File: src/adcc_defines.vh
// Constants for the converter control block: offsets, fields, source codes and timing.
`ifndef ADCC_DEFINES_VH
`define ADCC_DEFINES_VH
`define ADCC_OFF_CTRL0 12'h000
`define ADCC_OFF_CTRL1 12'h004
`define ADCC_OFF_CTRL2 12'h008
`define ADCC_OFF_RES_HI 12'h00C
`define ADCC_OFF_RES_LO 12'h010
`define ADCC_OFF_INT 12'h014
`define ADCC_OFF_PINSEL 12'h018
`define ADCC_OFF_PULLUP 12'h01C
`define ADCC_OFF_PORTDIR 12'h020
`define ADCC_C0_CHAN_LSB 0
`define ADCC_C0_FMT 4
`define ADCC_C0_ENABLE 5
`define ADCC_C0_BUSY 6
`define ADCC_C0_START 7
`define ADCC_C1_DIV_LSB 0
`define ADCC_C1_SRC_LSB 5
`define ADCC_INT_GLOBAL 0
`define ADCC_INT_ENABLE 1
`define ADCC_INT_FLAG 2
`define ADCC_SAMPLE_CYC 4'h4
`define ADCC_CONV_CYC 4'hC
`define ADCC_TOTAL_CYC 5'h10
`define ADCC_NPINS 8
`define ADCC_FULL_SCALE 12'hFFF
`define ADCC_SRC_EXT 3'h0
`define ADCC_REF_SUPPLY 2'h0
`define ADCC_REF_EXT 2'h1
`define ADCC_REF_BANDGAP 2'h2
`endif

File: src/adcc_top.v
// Successive-approximation converter control with APB registers and pin routing.
//
// Overview of operation
// - Four sample ticks, then twelve convert ticks
// - Start pulse low-high-low begins conversion
// - Busy flag high while converting
// - Busy falls at end; result readable
// - Enable cleared powers converter down
// - Twelve-bit unsigned result, full scale FFF
// - Reference source chosen with gain 1-4
// - Selected reference driven on output pin
// - Internal source disconnects all external channels
// - Analog pin drops function and pull-up
// - Analog pin overrides port direction
// - Four-bit reference code decode table
// - Divider code gives divide by 2^n
// - Completion sets flag, raises interrupt
`timescale 1ns/1ps
`include "adcc_defines.vh"
module adcc_top (
    // APB clock and reset
    input wire pclk,
    input wire presetn,
    // APB slave
    input wire psel,
    input wire penable,
    input wire pwrite,
    input wire [11:0] paddr,
    input wire [31:0] pwdata,
    output reg [31:0] prdata,
    output reg pready,
    output reg pslverr,
    // Analog front end
    input wire [11:0] sar_data,
    output reg sar_power_on_r,
    output reg sar_sample_r,
    output reg sar_convert_r,
    output reg [7:0] chan_connect_r,
    output reg internal_sel_r,
    output reg [2:0] internal_src_r,
    output reg [1:0] ref_source_r,
    output reg [2:0] ref_gain_r,
    output reg ref_out_en_r,
    // Pin control
    output reg [7:0] pin_func_disable_r,
    output reg [7:0] pin_pullup_en_r,
    output reg [7:0] pin_output_en_r,
    // Interrupt request
    output reg irq_r
);
    reg [7:0] ctrl0_r;
    reg [7:0] ctrl1_r;
    reg [3:0] ref_sel_r;
    reg ref_pin_sel_r;
    reg [7:0] analog_pin_r;
    reg [7:0] pullup_r;
    reg [7:0] portdir_r;
    reg gie_r;
    reg ie_r;
    reg flag_r;
    reg busy_r;
    reg [11:0] result_r;
    reg [4:0] tick_cnt_r;
    reg start_prev_r;
    reg start_armed_r;
    wire tick;
    wire wr;
    wire rd;
    wire start_fall;
    wire done;
    wire [2:0] src;
    wire [2:0] chan;
    wire launch;

    // Per-pin next values for the routing and pin control outputs.
    wire ext_route;
    wire [7:0] chan_onehot;
    wire [7:0] chan_connect_nxt;
    wire [7:0] pin_pullup_nxt;
    wire [7:0] pin_output_nxt;
    reg [1:0] ref_source_nxt;
    reg [2:0] ref_gain_nxt;

    assign wr = psel & penable & pwrite;
    assign rd = psel & penable & ~pwrite;
    assign src = ctrl1_r[`ADCC_C1_SRC_LSB +: 3];
    assign chan = ctrl0_r[`ADCC_C0_CHAN_LSB +: 3];
    assign start_fall = start_prev_r & ~ctrl0_r[`ADCC_C0_START];
    assign done = busy_r & tick & (tick_cnt_r == `ADCC_TOTAL_CYC - 5'h01);
    // A launch restarts the divider, so the sampling window always spans four whole periods.
    assign launch = ctrl0_r[`ADCC_C0_ENABLE] & start_fall & start_armed_r;
    // External channels only route while powered and while no internal source is chosen.
    assign ext_route = (src == `ADCC_SRC_EXT) & ctrl0_r[`ADCC_C0_ENABLE];
    assign chan_onehot = 8'h01 << chan;

    adcc_clkdiv u_div (
        .pclk(pclk),
        .presetn(presetn),
        .restart(launch),
        .div_sel(ctrl1_r[`ADCC_C1_DIV_LSB +: 3]),
        .tick_r(tick)
    );

    // Per-pin routing: an analog pin loses its function, its pull-up and its driver.
    genvar gi;
    generate
        for (gi = 0; gi < `ADCC_NPINS; gi = gi + 1) begin : g_pin
            assign chan_connect_nxt[gi] = ext_route & chan_onehot[gi] & analog_pin_r[gi];
            assign pin_pullup_nxt[gi] = pullup_r[gi] & ~analog_pin_r[gi];
            assign pin_output_nxt[gi] = portdir_r[gi] & ~analog_pin_r[gi];
        end
    endgenerate

    // Register writes.
    // The busy bit is read-only; its written value is stored but never read back.
    always @(posedge pclk or negedge presetn) begin
        if (!presetn) begin
            ctrl0_r <= 8'h00;
            ctrl1_r <= 8'h00;
            ref_sel_r <= 4'h0;
            ref_pin_sel_r <= 1'b0;
            analog_pin_r <= 8'h00;
            pullup_r <= 8'h00;
            portdir_r <= 8'h00;
            gie_r <= 1'b0;
            ie_r <= 1'b0;
        end else if (wr) begin
            case (paddr)
                `ADCC_OFF_CTRL0: ctrl0_r <= pwdata[7:0];
                `ADCC_OFF_CTRL1: ctrl1_r <= pwdata[7:0];
                `ADCC_OFF_CTRL2: begin
                    ref_sel_r <= pwdata[3:0];
                    ref_pin_sel_r <= pwdata[4];
                end
                `ADCC_OFF_INT: begin
                    gie_r <= pwdata[`ADCC_INT_GLOBAL];
                    ie_r <= pwdata[`ADCC_INT_ENABLE];
                end
                `ADCC_OFF_PINSEL: analog_pin_r <= pwdata[7:0];
                `ADCC_OFF_PULLUP: pullup_r <= pwdata[7:0];
                `ADCC_OFF_PORTDIR: portdir_r <= pwdata[7:0];
                default: ;
            endcase
        end
    end

    // Start detection: a rise arms, the following fall launches.
    // Clearing enable disarms, so a pulse written while unpowered never launches later.
    always @(posedge pclk or negedge presetn) begin
        if (!presetn) begin
            start_prev_r <= 1'b0;
            start_armed_r <= 1'b0;
        end else begin
            start_prev_r <= ctrl0_r[`ADCC_C0_START];
            if (!ctrl0_r[`ADCC_C0_ENABLE]) begin
                start_armed_r <= 1'b0;
            end else if (ctrl0_r[`ADCC_C0_START] & ~start_prev_r) begin
                start_armed_r <= 1'b1;
            end else if (start_fall) begin
                start_armed_r <= 1'b0;
            end
        end
    end

    // Conversion sequencer counts converter ticks; a new start restarts it.
    // A launch outranks a completion in the same cycle: the flag sets, the old result stays.
    always @(posedge pclk or negedge presetn) begin
        if (!presetn) begin
            busy_r <= 1'b0;
            tick_cnt_r <= 5'h00;
            result_r <= 12'h000;
        end else if (!ctrl0_r[`ADCC_C0_ENABLE]) begin
            busy_r <= 1'b0;
            tick_cnt_r <= 5'h00;
        end else if (launch) begin
            busy_r <= 1'b1;
            tick_cnt_r <= 5'h00;
        end else if (done) begin
            busy_r <= 1'b0;
            result_r <= sar_data & `ADCC_FULL_SCALE;
            tick_cnt_r <= 5'h00;
        end else if (busy_r & tick) begin
            tick_cnt_r <= tick_cnt_r + 5'h01;
        end
    end

    // Completion flag: hardware set wins over a software clear in the same cycle.
    always @(posedge pclk or negedge presetn) begin
        if (!presetn) begin
            flag_r <= 1'b0;
            irq_r <= 1'b0;
        end else begin
            if (done) begin
                flag_r <= 1'b1;
            end else if (wr && paddr == `ADCC_OFF_INT) begin
                flag_r <= pwdata[`ADCC_INT_FLAG];
            end
            // The request follows the flag, so it stays high until software clears the flag or either enable.
            irq_r <= (flag_r | done) & gie_r & ie_r;
        end
    end

    // Analog front-end and pin outputs, all registered.
    always @(posedge pclk or negedge presetn) begin
        if (!presetn) begin
            sar_power_on_r <= 1'b0;
            sar_sample_r <= 1'b0;
            sar_convert_r <= 1'b0;
            chan_connect_r <= 8'h00;
            internal_sel_r <= 1'b0;
            internal_src_r <= 3'h0;
            ref_source_r <= `ADCC_REF_SUPPLY;
            ref_gain_r <= 3'h1;
            ref_out_en_r <= 1'b0;
            pin_func_disable_r <= 8'h00;
            pin_pullup_en_r <= 8'h00;
            pin_output_en_r <= 8'h00;
        end else begin
            // Power follows the enable bit; with it low no external channel switch closes, and sample and convert clear one cycle after power drops.
            sar_power_on_r <= ctrl0_r[`ADCC_C0_ENABLE];
            sar_sample_r <= busy_r & (tick_cnt_r < {1'b0, `ADCC_SAMPLE_CYC});
            sar_convert_r <= busy_r & (tick_cnt_r >= {1'b0, `ADCC_SAMPLE_CYC});
            internal_sel_r <= (src != `ADCC_SRC_EXT);
            internal_src_r <= src;
            // Only analog-assigned pins may reach the converter.
            chan_connect_r <= chan_connect_nxt;
            pin_func_disable_r <= analog_pin_r;
            pin_pullup_en_r <= pin_pullup_nxt;
            pin_output_en_r <= pin_output_nxt;
            ref_out_en_r <= ref_pin_sel_r & ctrl0_r[`ADCC_C0_ENABLE];
            ref_source_r <= ref_source_nxt;
            ref_gain_r <= ref_gain_nxt;
        end
    end

    // Reference decode; the supply never passes through the gain stage.
    always @* begin
        ref_source_nxt = `ADCC_REF_SUPPLY;
        ref_gain_nxt = 3'h1;
        case (ref_sel_r)
            4'h1, 4'h2, 4'h3, 4'h4: begin
                ref_source_nxt = `ADCC_REF_EXT;
                ref_gain_nxt = ref_sel_r[2:0];
            end
            4'hA, 4'hB, 4'hC: begin
                ref_source_nxt = `ADCC_REF_BANDGAP;
                ref_gain_nxt = ref_sel_r[2:0];
            end
            4'h9: begin
                // Reserved code: fall back to supply, unity gain.
                ref_source_nxt = `ADCC_REF_SUPPLY;
                ref_gain_nxt = 3'h1;
            end
            default: begin
                ref_source_nxt = `ADCC_REF_SUPPLY;
                ref_gain_nxt = 3'h1;
            end
        endcase
    end

    // APB read and answer; zero wait states.
    // Read data is captured in the setup cycle and stands with the one-cycle pready.
    always @(posedge pclk or negedge presetn) begin
        if (!presetn) begin
            prdata <= 32'h00000000;
            pready <= 1'b0;
            pslverr <= 1'b0;
        end else begin
            pready <= psel & ~penable;
            pslverr <= 1'b0;
            if (psel & ~penable) begin
                prdata <= 32'h00000000;
                case (paddr)
                    `ADCC_OFF_CTRL0: prdata <= {24'h000000, ctrl0_r[7],
                        busy_r, ctrl0_r[5:0]};
                    `ADCC_OFF_CTRL1: prdata <= {24'h000000, ctrl1_r};
                    `ADCC_OFF_CTRL2: prdata <= {27'h0000000, ref_pin_sel_r, ref_sel_r};
                    `ADCC_OFF_RES_HI: prdata <= ctrl0_r[`ADCC_C0_FMT] ?
                        {28'h0000000, result_r[11:8]} : {24'h000000, result_r[11:4]};
                    `ADCC_OFF_RES_LO: prdata <= ctrl0_r[`ADCC_C0_FMT] ?
                        {24'h000000, result_r[7:0]} : {24'h000000, result_r[3:0], 4'h0};
                    `ADCC_OFF_INT: prdata <= {29'h00000000, flag_r, ie_r, gie_r};
                    `ADCC_OFF_PINSEL: prdata <= {24'h000000, analog_pin_r};
                    `ADCC_OFF_PULLUP: prdata <= {24'h000000, pullup_r};
                    `ADCC_OFF_PORTDIR: prdata <= {24'h000000, portdir_r};
                    default: pslverr <= 1'b0;
                endcase
                if (!(paddr <= `ADCC_OFF_PORTDIR && paddr[1:0] == 2'h0)) begin
                    pslverr <= 1'b0;
                end
            end
            if (rd) begin
                pready <= 1'b0;
            end
        end
    end
endmodule // adcc_top

File: src/adcc_clkdiv.v
// Converter clock divider producing one-cycle tick enables.
`timescale 1ns/1ps
module adcc_clkdiv (
    // Clock and reset
    input wire pclk,
    input wire presetn,
    // Launch restart, divider code and tick
    input wire restart,
    input wire [2:0] div_sel,
    output reg tick_r
);
    reg [6:0] cnt_r;
    wire [6:0] limit;
    assign limit = (7'h01 << div_sel) - 7'h01;

    always @(posedge pclk or negedge presetn) begin
        if (!presetn) begin
            cnt_r <= 7'h00;
            tick_r <= 1'b0;
        end else if (restart) begin
            // A free-running phase would shorten the first period; restart so it is whole.
            cnt_r <= 7'h01;
            tick_r <= (limit == 7'h00);
        end else if (cnt_r >= limit) begin
            cnt_r <= 7'h00;
            tick_r <= 1'b1;
        end else begin
            cnt_r <= cnt_r + 7'h01;
            tick_r <= 1'b0;
        end
    end
endmodule // adcc_clkdiv

File: config.mk
export PLATFORM = sky130hd
export DESIGN_NAME = adcc_top
export DESIGN_NICKNAME = d
export VERILOG_FILES = /design/src/adcc_top.v /design/src/adcc_clkdiv.v
export VERILOG_INCLUDE_DIRS = /design/src
export SDC_FILE = /design/constraint.sdc
export NUM_CORES = 1
export LEC_CHECK = 0
export ABC_AREA = 0
export ABC_CLOCK_PERIOD_IN_PS = 2500
export BUFFER_PORTS_ARGS = -buffer_cell sky130_fd_sc_hd__clkbuf_2
export CAP_MARGIN = 25
export CORE_ASPECT_RATIO = 2
export CORE_MARGIN = 4
export CORE_UTILIZATION = 25
export CTS_BUF_LIST = sky130_fd_sc_hd__clkbuf_4
export DETAILED_ROUTE_END_ITERATION = 6
export GPL_TIMING_DRIVEN = 0
export HOLD_SLACK_MARGIN = 0.03
export PLACE_DENSITY = 0.5
export SLEW_MARGIN = 20
export SYNTH_ARGS = -nofsm -noshare
export SYNTH_HDL_FRONTEND = slang
export SYNTH_SLANG_ARGS = --single-unit
File: constraint.sdc
create_clock -name pclk -period 2.5 [get_ports pclk]
set_input_delay 0.75 -clock pclk [delete_from_list [all_inputs] [get_ports pclk]]
set_output_delay 0.75 -clock pclk [all_outputs]
set_load 0.02 [all_outputs]
Word level (Yosys, flattened, before mapping)
Index checks and enable logic that the tools add are counted.

Latch bits: 0. Flip-flop bits (word level): 155. Bits of input ports: 61. Memories kept: 0. Bits in writable memories: 0. Bits in read-only memories: 0. Logic and storage cells: 160.

$mul: 0. Magnitude comparators: 3. Bitwise gates (word level): 62. Shifts and indexed selects: 2. Reductions and logical operators: 17. Add/sub/neg operators: 3. Eq/ne operators: 19. Mux-type cells: 22. Divide/modulo/power cells: 0.

Operators by type and width (count): 8-bit one-hot mux with 9 select lines (1); 1-bit bitwise AND (48); 12-bit by 5-bit equality test with 1-bit output (second input constant) (4); 12-bit by 4-bit equality test with 1-bit output (second input constant) (2); 5-bit 2-to-1 mux (4); 8-bit 2-to-1 mux (2); 7-bit 2-to-1 mux (2); 2-bit AND reduction (7); 1-bit NOT (13); 12-bit by 3-bit equality test with 1-bit output (second input constant) (1); 12-bit by 6-bit equality test with 1-bit output (second input constant) (1); 4-bit equality test (second input constant) (3); 12-bit logical NOT (1); 1-bit 2-to-1 mux (11); 4-bit by 2-bit equality test with 1-bit output (second input constant) (2); 1-bit by 3-bit left shift with 8-bit output (first input constant) (1); 7-bit by 1-bit adder with 7-bit output (second input constant) (1); 7-bit >= comparator (1); 7-bit logical NOT (1); 7-bit OR reduction (1); 1-bit by 3-bit left shift with 7-bit output (first input constant) (1); 7-bit by 1-bit subtractor with 7-bit output (second input constant) (1); 3-bit by 1-bit != test with 1-bit output (second input constant) (2); 5-bit by 1-bit adder with 5-bit output (second input constant) (1); 16 further kinds (16).

Logic depth before layout (Yosys ltp)
Gate-level depths: netlist of run 1.

Depth after elaboration: 6. Mapped depth: 7. Mapped depth without buffers: 7.

By module
A second synthesis of run 1 with hierarchy kept.

Cell total of the unflattened synthesis: 499. Area, all modules: 5918.2 um2.

By module, submodules not included: adcc_top (instances 1, area an instance 5406.4 um2, cells an instance 444, sequential area each 3054.2 um2); adcc_clkdiv (instances 1, area an instance 511.7 um2, cells an instance 55, sequential area each 200.2 um2).

Worst setup path after synthesis of run 1
No wires, ideal clock.

Path kind: input port to flip-flop. Start point: in paddr[4]. End point: reg portdir_r[0]. Setup slack: 199 ps. Stages: 6. Arrival: 2176 ps. Setup time: 125 ps. Buffers on the path: 2. Cell sequence: buf_2 nor4b_4 nor3b_4 and3_1 buf_6 mux2_2.

Longest elaborated chain between the ends: 2.

Ends and longest elaborated chain: from (decl) (line adcc_top.v:28) `input wire [11:0] paddr,`; 12-bit by 6-bit equality test with 1-bit output (line adcc_top.v:128) `case (paddr)`; 2-bit AND reduction (no line); to (signal assigned) (line adcc_top.v:141) `` `ADCC_OFF_PORTDIR: portdir_r <= pwdata[7:0]; ``; to (decl) (line adcc_top.v:57) `reg [7:0] portdir_r;`.

Every way passes these cells. A chain may end at the register's enable or synchronous reset.

Final worst setup path of run 1
Start point: in paddr[4]. End point: reg prdata[0].

Longest elaborated chain between the ends: 2. Elaborated cells on any way between the ends: 10. Classes of those cells: eq/ne: 8; mux: 1; reduce/logical: 1.

Ends and longest elaborated chain: 12-bit by 6-bit equality test with 1-bit output (tied with other cells) (line adcc_top.v:273) `case (paddr)`; 8-bit one-hot mux with 9 select lines * (line adcc_top.v:273); to (signal assigned) (line adcc_top.v:274) `` `ADCC_OFF_CTRL0: prdata <= {24'h000000, ctrl0_r[7], ``; to (signal assigned) (line adcc_top.v:276) `` `ADCC_OFF_CTRL1: prdata <= {24'h000000, ctrl1_r}; ``; to (signal assigned) (line adcc_top.v:277) `` `ADCC_OFF_CTRL2: prdata <= {27'h0000000, ref_pin_sel_r, ref_sel_r}; ``; to (decl) (line adcc_top.v:30) `output reg [31:0] prdata,`.

Mark *: on every way between the ends. The rest lies on a longest branch, timed or not.

==> results.yml, run 1 <==
sta:
  relSlewSlack_pct: 32.8
  hold_violations: 0
  timing.final.crit_share_pct: 95.1
  final_max_slew_viol_count: 0
  setup_viol_count_final: 0
  finalSetupTns_ns: 0
  rsz0062_at_grt: "no"
  clock.fmax_mhz: 421
  skew_ns: 0.0198
  tightest_slew_ns: 1.00
  fin_crit_ns: 2.38
floorplan:
  initial_core_util_pct: 25.5
  coreArea_sq_um: 23300
  die_w_um: 117
  chipHeight_um: 226
  rows: 79
  io_pins: 141
  die_area_sq_um: 26500
clock_tree:
  clk_latency_ns: 0.56
  cts.sinks: 130
  holdBufCountCts: 0
  clk_pin_slew_worst_paths_ns: 0.12
  cts_tree: "built"
  numCtsBuffers: 17
  clock_path_buffers: 2
  post_cts_buffers: 0
  cts_root_buf: "clkbuf_4"
  htree_levels: 4
  ctsResizeCount: 0
drt:
  final_antenna_net_count: 0
  drt_wl_total_um: 17900
  drc: 0
  dr.first_iter.drc_count: 164
  wl_per_cell_um: 19.6
  vias: 4225
  via_per_inst: 4.62
  firstDrtPassIters: 4
setup_path:
  worstSetupPathType: "input pin to flop"
  cp-end-kind: "flop"
  crit_fanout: 8
  path_cells: "buf_2, nor4b_4, nor3b_4, o211ai_1, a31oi_1, a21o_1"
  slowest_delay_ns: 0.48
  crit_slowest_cell: "nor4b_4"
  critical-path-top-delay-family: "compound AO/OA/AOI/OAI gates"
  arrival_ns: 2.88
  required_ns: 3.00
  critPathLaunchType: "input pin"
  path_buf_inv: 1
synthesis:
  synth.cell_area_sq_um: 5950
  synth_ff_type: "dfrtp_1"
  yosysSeqAreaShare_pct: 54.7
  async_flop_share_pct: 100
  yosysTopAreaCellShare_pct: 54.2
  synth_edf_count: 0
  avgSynthCellArea_sq_um: 12.2
  synthMostInstantiatedCell: "dfrtp_1"
  synth_common_cells: "dfrtp_1, mux2_2, nand2_1"
  yosysWarnings: 0
  netlist_instances: 487
  ys_ff_latch: 130
  synth_area_leader_cell: "dfrtp_1"
  synth_cell_types: 62
  synth_area_leaders: "dfrtp_1, mux2_2, buf_4, mux2i_1, nor2b_1"
outcome:
  outcome: "complete, no violations"
power_and_ir_drop:
  powerDensity_nw_per_um2: 579
  p_leak_uw: 0.00361
  peakVddDrop_uv: 210
min_path:
  hold_path_class: "input pin to asynchronous set/reset pin"
finish:
  num-fill-cells: 2422
  drive_above_1_share_pct: 36.1
  final_nets: 690
  stdcell_area_sq_um: 7180
  area_growth_pct: 20.7
run:
  cap_violations: 0
global_routing:
  grt_pass1_vias: 4471
  gr-total-overflow: 0
  grt_pass1_wl_um: 27100
  grt_max_degree: 85
  grt_use_total_pct: 14.1
  grt_antenna_before_repair: 1
place:
  portBuffers: 88
  place_congestion: 0.866
  placed_area_sq_um: 6890
  place_hpwl_um: 14200
where the power goes:
group          internal, uW  switching [uW]  leakage (uW)
sequential             2150            51.1       0.00179
clock                   698             811      0.000150
combinational           180             263       0.00167
total                  3030            1130       0.00361
layout by cell type (no fill, tap or decap), types with 4 or more instances in the layout:
master | Yosys | final
a21oi_1 | 11 | 11
a22o_1 | 5 | 5
a22oi_1 | 7 | 7
a32oi_1 | 5 | 5
and2_1 | 7 | 7
and3_1 | 12 | 12
buf_2 | 4 | 4
buf_4 | 28 | 28
clkbuf_1 | 10 | 10
clkbuf_2 | 1 | 88
clkbuf_4 | 0 | 18
conb_1 | 1 | 25
dfrtp_1 | 129 | 129
ha_1 | 10 | 10
inv_1 | 6 | 6
mux2_2 | 59 | 59
mux2i_1 | 16 | 16
nand2_1 | 30 | 30
nand3_1 | 10 | 10
nand4_1 | 7 | 7
nor2_1 | 17 | 17
nor2b_1 | 24 | 24
nor3_1 | 11 | 10
o21ai_0 | 15 | 15
or3_1 | 4 | 4
xor2_1 | 4 | 4
cells by family after synthesis:
| logic type | after synthesis | synth area share (%) |
|---|---|---|
| compound gates | 69 | 8.15 |
| other cells | 1 | 0.0630 |
| flops | 130 | 54.7 |
| buf+inv | 50 | 5.15 |
| simple gates | 145 | 15.0 |
| mux | 75 | 13.9 |
| fa+ha+maj | 10 | 2.10 |
| xor+xnor | 7 | 1.03 |
final cells by class:
cell class / instances / area (sq um) / share of cell area [%]
well taps: 283 / 354 / 4.93
flip-flops and latches: 130 / 3250 / 45.3
inverters: 6 / 22.5 / 0.314
repair buffers: 89 / 477 / 6.64
diodes: 1 / 2.50 / 0.0348
plain buffers: 44 / 284 / 3.95
multi-input cells: 331 / 2490 / 34.7
clock buffers: 18 / 135 / 1.88
clock inverters: 13 / 160 / 2.23
sequential cells by signal, summed over array words and instances (netlist names), 4 cells and up:
register / flops
ctrl0_r: 7
analog_pin_r: 8
result_r: 12
prdata: 8
u_div.cnt_r: 7
pin_output_en_r: 8
chan_connect_r: 8
ctrl1_r: 8
portdir_r: 8
ref_sel_r: 4
pullup_r: 8
pin_pullup_en_r: 8
tick_cnt_r: 5
pin_func_disable_r: 8
through the flow:
| stage | power, uW | worst slack (ns) | cells | hold WS, ns | util [%] |
|---|---|---|---|---|---|
| final | 4160 | 0.124 | 915 | 0.0964 | 30.8 |
| after global routing | 4370 | 0.0608 | 915 | 0.0639 | 30.8 |
| after CTS | 4240 | 0.188 | 914 | 0.0525 | 30.8 |
| after detailed placement | 2690 | -0.437 | 883 | 0.449 | 29.5 |
| after global placement | 2680 | -1.30 | 882 | 0.444 | 29.3 |
| after floorplan | 2520 | 0.199 | 511 | 0.372 | - |
routing by layer:
| metal | wire length (um) | share of wire (%) | GRT usage, % |
|---|---|---|---|
| met1 | 6150 | 34 | 13.7 |
| met2 | 10200 | 57 | 26.5 |
| met5 | 0 | 0 | 0 |
| met3 | 695 | 3.9 | 3.03 |
| met4 | 840 | 4.7 | 7.89 |
worst reg2reg max path: cells and delay by family, from the launching register on:
family	cells	cell delay (ns)
AND/OR/NAND/NOR	2	0.57
AO/OA/AOI/OAI	4	0.80
adder cells (fa/ha/maj)	1	0.28
flip-flops	1	0.49
final timing paths:
check                       startpoint  slack, ns              to  depth (start not counted)
max                           paddr[4]       0.12       prdata[0]                          6
min                            presetn        0.1  u_div.cnt_r[4]                          1
max reg2reg                 ctrl1_r[2]       0.27    u_div.tick_r                          7
min reg2reg                 ctrl0_r[5]       0.44  sar_power_on_r                          0
max in group asynchronous      presetn       1.62   ref_gain_r[0]                          2
min in group pclk          sar_data[4]       0.42     result_r[4]                          2
Note: power is estimated with default switching activity, not from simulation.
==> inputs of run 2 (changes only) <==
--- a/config.mk
+++ b/config.mk
@@ -10,14 +10,16 @@
 export ABC_CLOCK_PERIOD_IN_PS = 2500
 export BUFFER_PORTS_ARGS = -buffer_cell sky130_fd_sc_hd__clkbuf_2
 export CAP_MARGIN = 25
+export CELL_PAD_IN_SITES_DETAIL_PLACEMENT = 1
+export CELL_PAD_IN_SITES_GLOBAL_PLACEMENT = 2
 export CORE_ASPECT_RATIO = 2
-export CORE_MARGIN = 4
+export CORE_MARGIN = 5
 export CORE_UTILIZATION = 25
 export CTS_BUF_LIST = sky130_fd_sc_hd__clkbuf_4
 export DETAILED_ROUTE_END_ITERATION = 6
 export GPL_TIMING_DRIVEN = 0
 export HOLD_SLACK_MARGIN = 0.03
-export PLACE_DENSITY = 0.5
+export PLACE_DENSITY = 0.67
 export SLEW_MARGIN = 20
 export SYNTH_ARGS = -nofsm -noshare
 export SYNTH_HDL_FRONTEND = slang
==> run 2 against run 1 <==
  * Via count is 1.5% higher
  * Wire length is 6.6% higher
  * Clock skew is 0.0020 ns lower
  * Combinational power is 4% higher
  * Design area is 0.21% lower
  * First-iteration DRC count is 46% higher
  * Sequential share of layout area is 0.095 points higher
==> results.yml, run 2 (same netlist as run 1, synthesis figures left out) <==
place:
  pre_cts_slack_ns: -0.389
  place_congestion: 0.876
  place_hpwl_um: 15200
  placed_area_sq_um: 6880
  portBuffers: 88
global_routing:
  grt_pass1_wl_um: 29600
  grt_pass1_vias: 4826
  grt_use_total_pct: 14.6
  grt_max_degree: 94
  gr-total-overflow: 0
  grt_antenna_before_repair: 2
sta:
  finalSetupTns_ns: 0
  timing.final.crit_share_pct: 93.6
  hold_violations: 0
  clock.fmax_mhz: 427
  relSlewSlack_pct: 34.0
  tightest_slew_ns: 0.982
  fin_crit_ns: 2.34
  skew_ns: 0.0178
  setup_viol_count_final: 0
  final_max_slew_viol_count: 0
  rsz0062_at_grt: "no"
  setup_ws_ns: 0.159
setup_path:
  crit_fanout: 10
  crit_slowest_cell: "or3_1"
  cp_num_cells: 6
  r2r_slack_ns: 0.16
  worstRegToRegCells: 6
  cp-end-kind: "flop"
  critical-path-top-delay-family: "simple AND/OR/NAND/NOR gates"
  worstSetupPathType: "flop to flop"
  r2r_start: "tick_cnt_r[0]"
  r2r-end: "result_r[3]"
  required_ns: 2.96
  path_cells: "ha_1, nand3_1, or3_1, nor2_1, buf_4, mux2_2"
  slowest_delay_ns: 0.45
  arrival_ns: 2.81
  critPathLaunchType: "flop"
  path_buf_inv: 1
drt:
  drt_wl_total_um: 19100
  dr.first_iter.drc_count: 239
  via_per_inst: 4.65
  drc: 0
  firstDrtPassIters: 4
  wl_per_cell_um: 20.7
  final_antenna_net_count: 0
  vias: 4287
clock_tree:
  htree_levels: 4
  clock_path_buffers: 2
  cts.sinks: 130
  post_cts_buffers: 0
  clk_pin_slew_worst_paths_ns: 0.13
  cts_root_buf: "clkbuf_4"
  cts_tree: "built"
  clk_latency_ns: 0.58
  numCtsBuffers: 17
finish:
  final_common_cell: "dfrtp_1"
  drive_above_1_share_pct: 36.4
  area_growth_pct: 20.4
  final_nets: 692
  final_cell_mix: "dfrtp_1, clkbuf_2, mux2_2"
  stdcell_area_sq_um: 7170
  fin_util_pct: 30.2
  largest_register_ffs: 12
  largest-register: "result_r"
run:
  cap_violations: 0
floorplan:
  rows: 80
  die_area_sq_um: 27200
  chipHeight_um: 228
  initial_core_util_pct: 25.1
  coreArea_sq_um: 23700
  die_w_um: 119
  io_pins: 141
min_path:
  holdPathEnd: "result_r[7]"
  min-delay-start: "sar_data[7]"
  hold_path_class: "input pin to flop"
  min_path_cells: 2
power_and_ir_drop:
  totalPowerFinal_uw: 4050
  powerDensity_nw_per_um2: 565
  p_leak_uw: 0.00362
  peakVddDrop_uv: 204
outcome:
  outcome: "complete, no violations"
run 2: final cells by class:
| type | count | area, sq um |
|---|---|---|
| flip-flops and latches | 130 | 3250 |
| diodes | 1 | 2.50 |
| clock buffers | 18 | 135 |
| fillers | 2668 | 16600 |
| well taps | 287 | 359 |
| repair buffers | 91 | 492 |
| clock inverters | 14 | 131 |
| plain buffers | 44 | 285 |
| multi-input cells | 331 | 2490 |
| inverters | 6 | 22.5 |
run 2: worst max path at each step:
| stage | from | endpoint | slack (ns) |
|---|---|---|---|
| floorplan | paddr[4] | portdir_r[0] | 0.20 |
| global placement | presetn | tick_cnt_r[3] | -1.36 |
| detailed placement | paddr[4] | prdata[0] | -0.39 |
| CTS | ctrl0_r[5] | result_r[3] | 0.06 |
| global route | tick_cnt_r[0] | result_r[3] | 0.02 |
| finish | tick_cnt_r[0] | result_r[3] | 0.16 |
run 2: routing by layer:
| layer | wire (um) | track usage [%] | part of all wire (%) | vias up |
|---|---|---|---|---|
| li1 | - | - | - | 1973 |
| met1 | 6260 | 13.5 | 33 | 2179 |
| met2 | 11400 | 28.7 | 60 | 106 |
| met3 | 793 | 3.77 | 4.2 | 27 |
| met4 | 638 | 6.78 | 3.3 | 2 |
| met5 | 7 | 0 | 0.037 | - |
run 2: report_power, final:
part           switching [uW]  internal, uW  total (uW)
clock network             868           516        1380
registers                49.0          2150        2200
logic                     274           186         460
run 2: repair_timing:
| action | 4_1_cts | 5_1_grt |
|---|---|---|
| resized for setup | 0 | 3 |
| setup endpoints to repair | 0 | 2 |
| hold buffers | 1 | 0 |
| hold endpoints to repair | 14 | 0 |
run 2: per-stage QoR:
step	hold slack, ns	instances
after detailed placement	0.440	888
final	0.403	922
after floorplan	0.372	511
after CTS	0.329	921
after global routing	0.351	922
after global placement	0.443	886
==> inputs of run 3 (changes only) <==
--- a/config.mk
+++ b/config.mk
@@ -12,8 +12,7 @@
 export CAP_MARGIN = 25
 export CELL_PAD_IN_SITES_DETAIL_PLACEMENT = 1
 export CELL_PAD_IN_SITES_GLOBAL_PLACEMENT = 2
-export CORE_ASPECT_RATIO = 2
-export CORE_MARGIN = 5
+export CORE_ASPECT_RATIO = 0.75
 export CORE_UTILIZATION = 25
 export CTS_BUF_LIST = sky130_fd_sc_hd__clkbuf_4
 export DETAILED_ROUTE_END_ITERATION = 6
==> run 3 against run 2 <==
  * Setup slack improved by 0.089 ns
  * Fmax up 3.9%
  * Wire length decreased by 8.4%
  * Worst hold slack worse by 0.30 ns
  * Combinational power fell by 2%
  * First-iteration DRC count is the same
  * Critical path type unchanged
  * Critical endpoint is now u_div.tick_r
==> results.yml, run 3 (same netlist as run 1, synthesis figures left out) <==
floorplan:
  io_pins: 141
  chipHeight_um: 136
  die_area_sq_um: 24400
  die_w_um: 180
  rows: 48
  initial_core_util_pct: 25.7
  coreArea_sq_um: 23200
finish:
  multi_input_area_sq_um: 2480
  seq_area_sq_um: 3250
  fin_util_pct: 31.0
  final_common_cell: "dfrtp_1"
  final_nets: 692
  area_growth_pct: 20.9
  drive_above_1_share_pct: 36.1
  stdcell_count: 933
  final_cell_mix: "dfrtp_1, clkbuf_2, mux2_2"
  num-fill-cells: 2588
  largest-register: "result_r"
  largest_register_ffs: 12
clock_tree:
  cts.sinks: 130
  ctsResizeCount: 0
  numCtsBuffers: 17
  post_cts_buffers: 0
  clock_path_buffers: 2
  htree_levels: 4
  cts_tree: "built"
  cts_root_buf: "clkbuf_4"
  clk_pin_slew_worst_paths_ns: 0.12
  holdBufCountCts: 0
  clk_latency_ns: 0.56
setup_path:
  cp-end-kind: "flop"
  r2r-end: "u_div.tick_r"
  critPathLaunchType: "flop"
  r2r_slack_ns: 0.25
  required_ns: 2.92
  arrival_ns: 2.67
  crit_path_end: "u_div.tick_r"
  r2r_start: "ctrl1_r[2]"
  worstSetupPathType: "flop to flop"
  worstRegToRegCells: 7
  crit_fanout: 8
  startpoint: "ctrl1_r[2]"
drt:
  drt_wl_total_um: 17500
  via_per_inst: 4.57
  met3_length_um: 1230
  final_antenna_net_count: 0
  top_layer_used: "met4"
  wl_per_cell_um: 18.7
  dr.first_iter.drc_count: 239
  vias: 4265
  wl_met2_um: 7470
  drc: 0
  firstDrtPassIters: 4
  drt-met1-wl_um: 8650
sta:
  skew_ns: 0.0320
  clock.fmax_mhz: 444
  tightest_slew_ns: 0.905
  rsz0062_at_grt: "no"
  fin_crit_ns: 2.25
  relSlewSlack_pct: 39.2
  finalSetupTns_ns: 0
  setup_viol_count_final: 0
  holdWs_ns: 0.106
  timing.final.crit_share_pct: 90.1
  hold_violations: 0
  final_max_slew_viol_count: 0
outcome:
  outcome: "complete, no violations"
power_and_ir_drop:
  p_leak_uw: 0.00362
  peakVddDrop_uv: 208
  totalPowerFinal_uw: 4150
  powerDensity_nw_per_um2: 577
global_routing:
  grt_pass1_vias: 4432
  grt_use_total_pct: 15.0
  gr-total-overflow: 0
  grt_max_degree: 90
  grt_pass1_wl_um: 26900
  grt_antenna_before_repair: 2
place:
  place_congestion: 0.846
  portBuffers: 88
  dpl.cell_count: 900
  place_hpwl_um: 13300
run:
  cap_violations: 0
min_path:
  hold_path_class: "input pin to asynchronous set/reset pin"
## run 3: cell types whose count changed in the layout (fill, tap and decap cells not counted), sizes merged
cell         change
clkinv           -4
inv              -4
dlygate4sd3      -1
clkinvlp         +2
clkbuf           +3
bufinv           +2
## run 3: per-layer routing
| layer | global-route usage, % | up-vias |
|---|---|---|
| met3 | 4.46 | 12 |
| met2 | 21.1 | 130 |
| li1 | - | 1980 |
| met4 | 4.08 | 0 |
| met5 | 0 | - |
| met1 | 21.9 | 2143 |
## run 3: how the worst min path moves through the flow
stage | end | slack, ns | cells past startpoint
after floorplan | sar_power_on_r | 0.37 | 0
after global placement | sar_power_on_r | 0.41 | 0
after global routing | chan_connect_r[6] | 0.07 | 1
after detailed placement | sar_power_on_r | 0.41 | 0
after CTS | chan_connect_r[6] | 0.07 | 1
final | chan_connect_r[6] | 0.11 | 1
## run 3: critical path, stage by stage, from the launching register on
cell and delay [ns]:
dfrtp_1 0.48, or3_1 0.44, ha_1 0.28, nand2b_1 0.14
a21o_1 0.18, a21oi_1 0.14, o21ai_1 0.22, o21a_1 0.25
## run 3: area by class of cell
class | count | area share, %
timing repair buffer | 91 | 6.76
sequential | 130 | 45.2
clock buffer | 20 | 2.09
tap | 300 | 5.22
antenna | 1 | 0.0348
inverter | 6 | 0.313
buffer | 44 | 3.95
multi-input combinational | 331 | 34.5
clock inverter | 10 | 1.91
## run 3: where the power goes
| part | switching [uW] | leakage, uW | total, uW | internal, uW |
|---|---|---|---|---|
| Clock | 784 | 0.000145 | 1490 | 711 |
| Combinational | 269 | 0.00168 | 451 | 182 |
| Sequential | 53.5 | 0.00179 | 2210 | 2150 |
| Total | 1110 | 0.00362 | 4150 | 3050 |
## run 3: metrics by stage
stage	setup WS, ns	instance area [sq um]
after global routing	0.118	7200
after detailed placement	-0.311	6900
after CTS	0.243	7180
after floorplan	0.199	6040
final	0.248	7200
after global placement	-1.28	6860
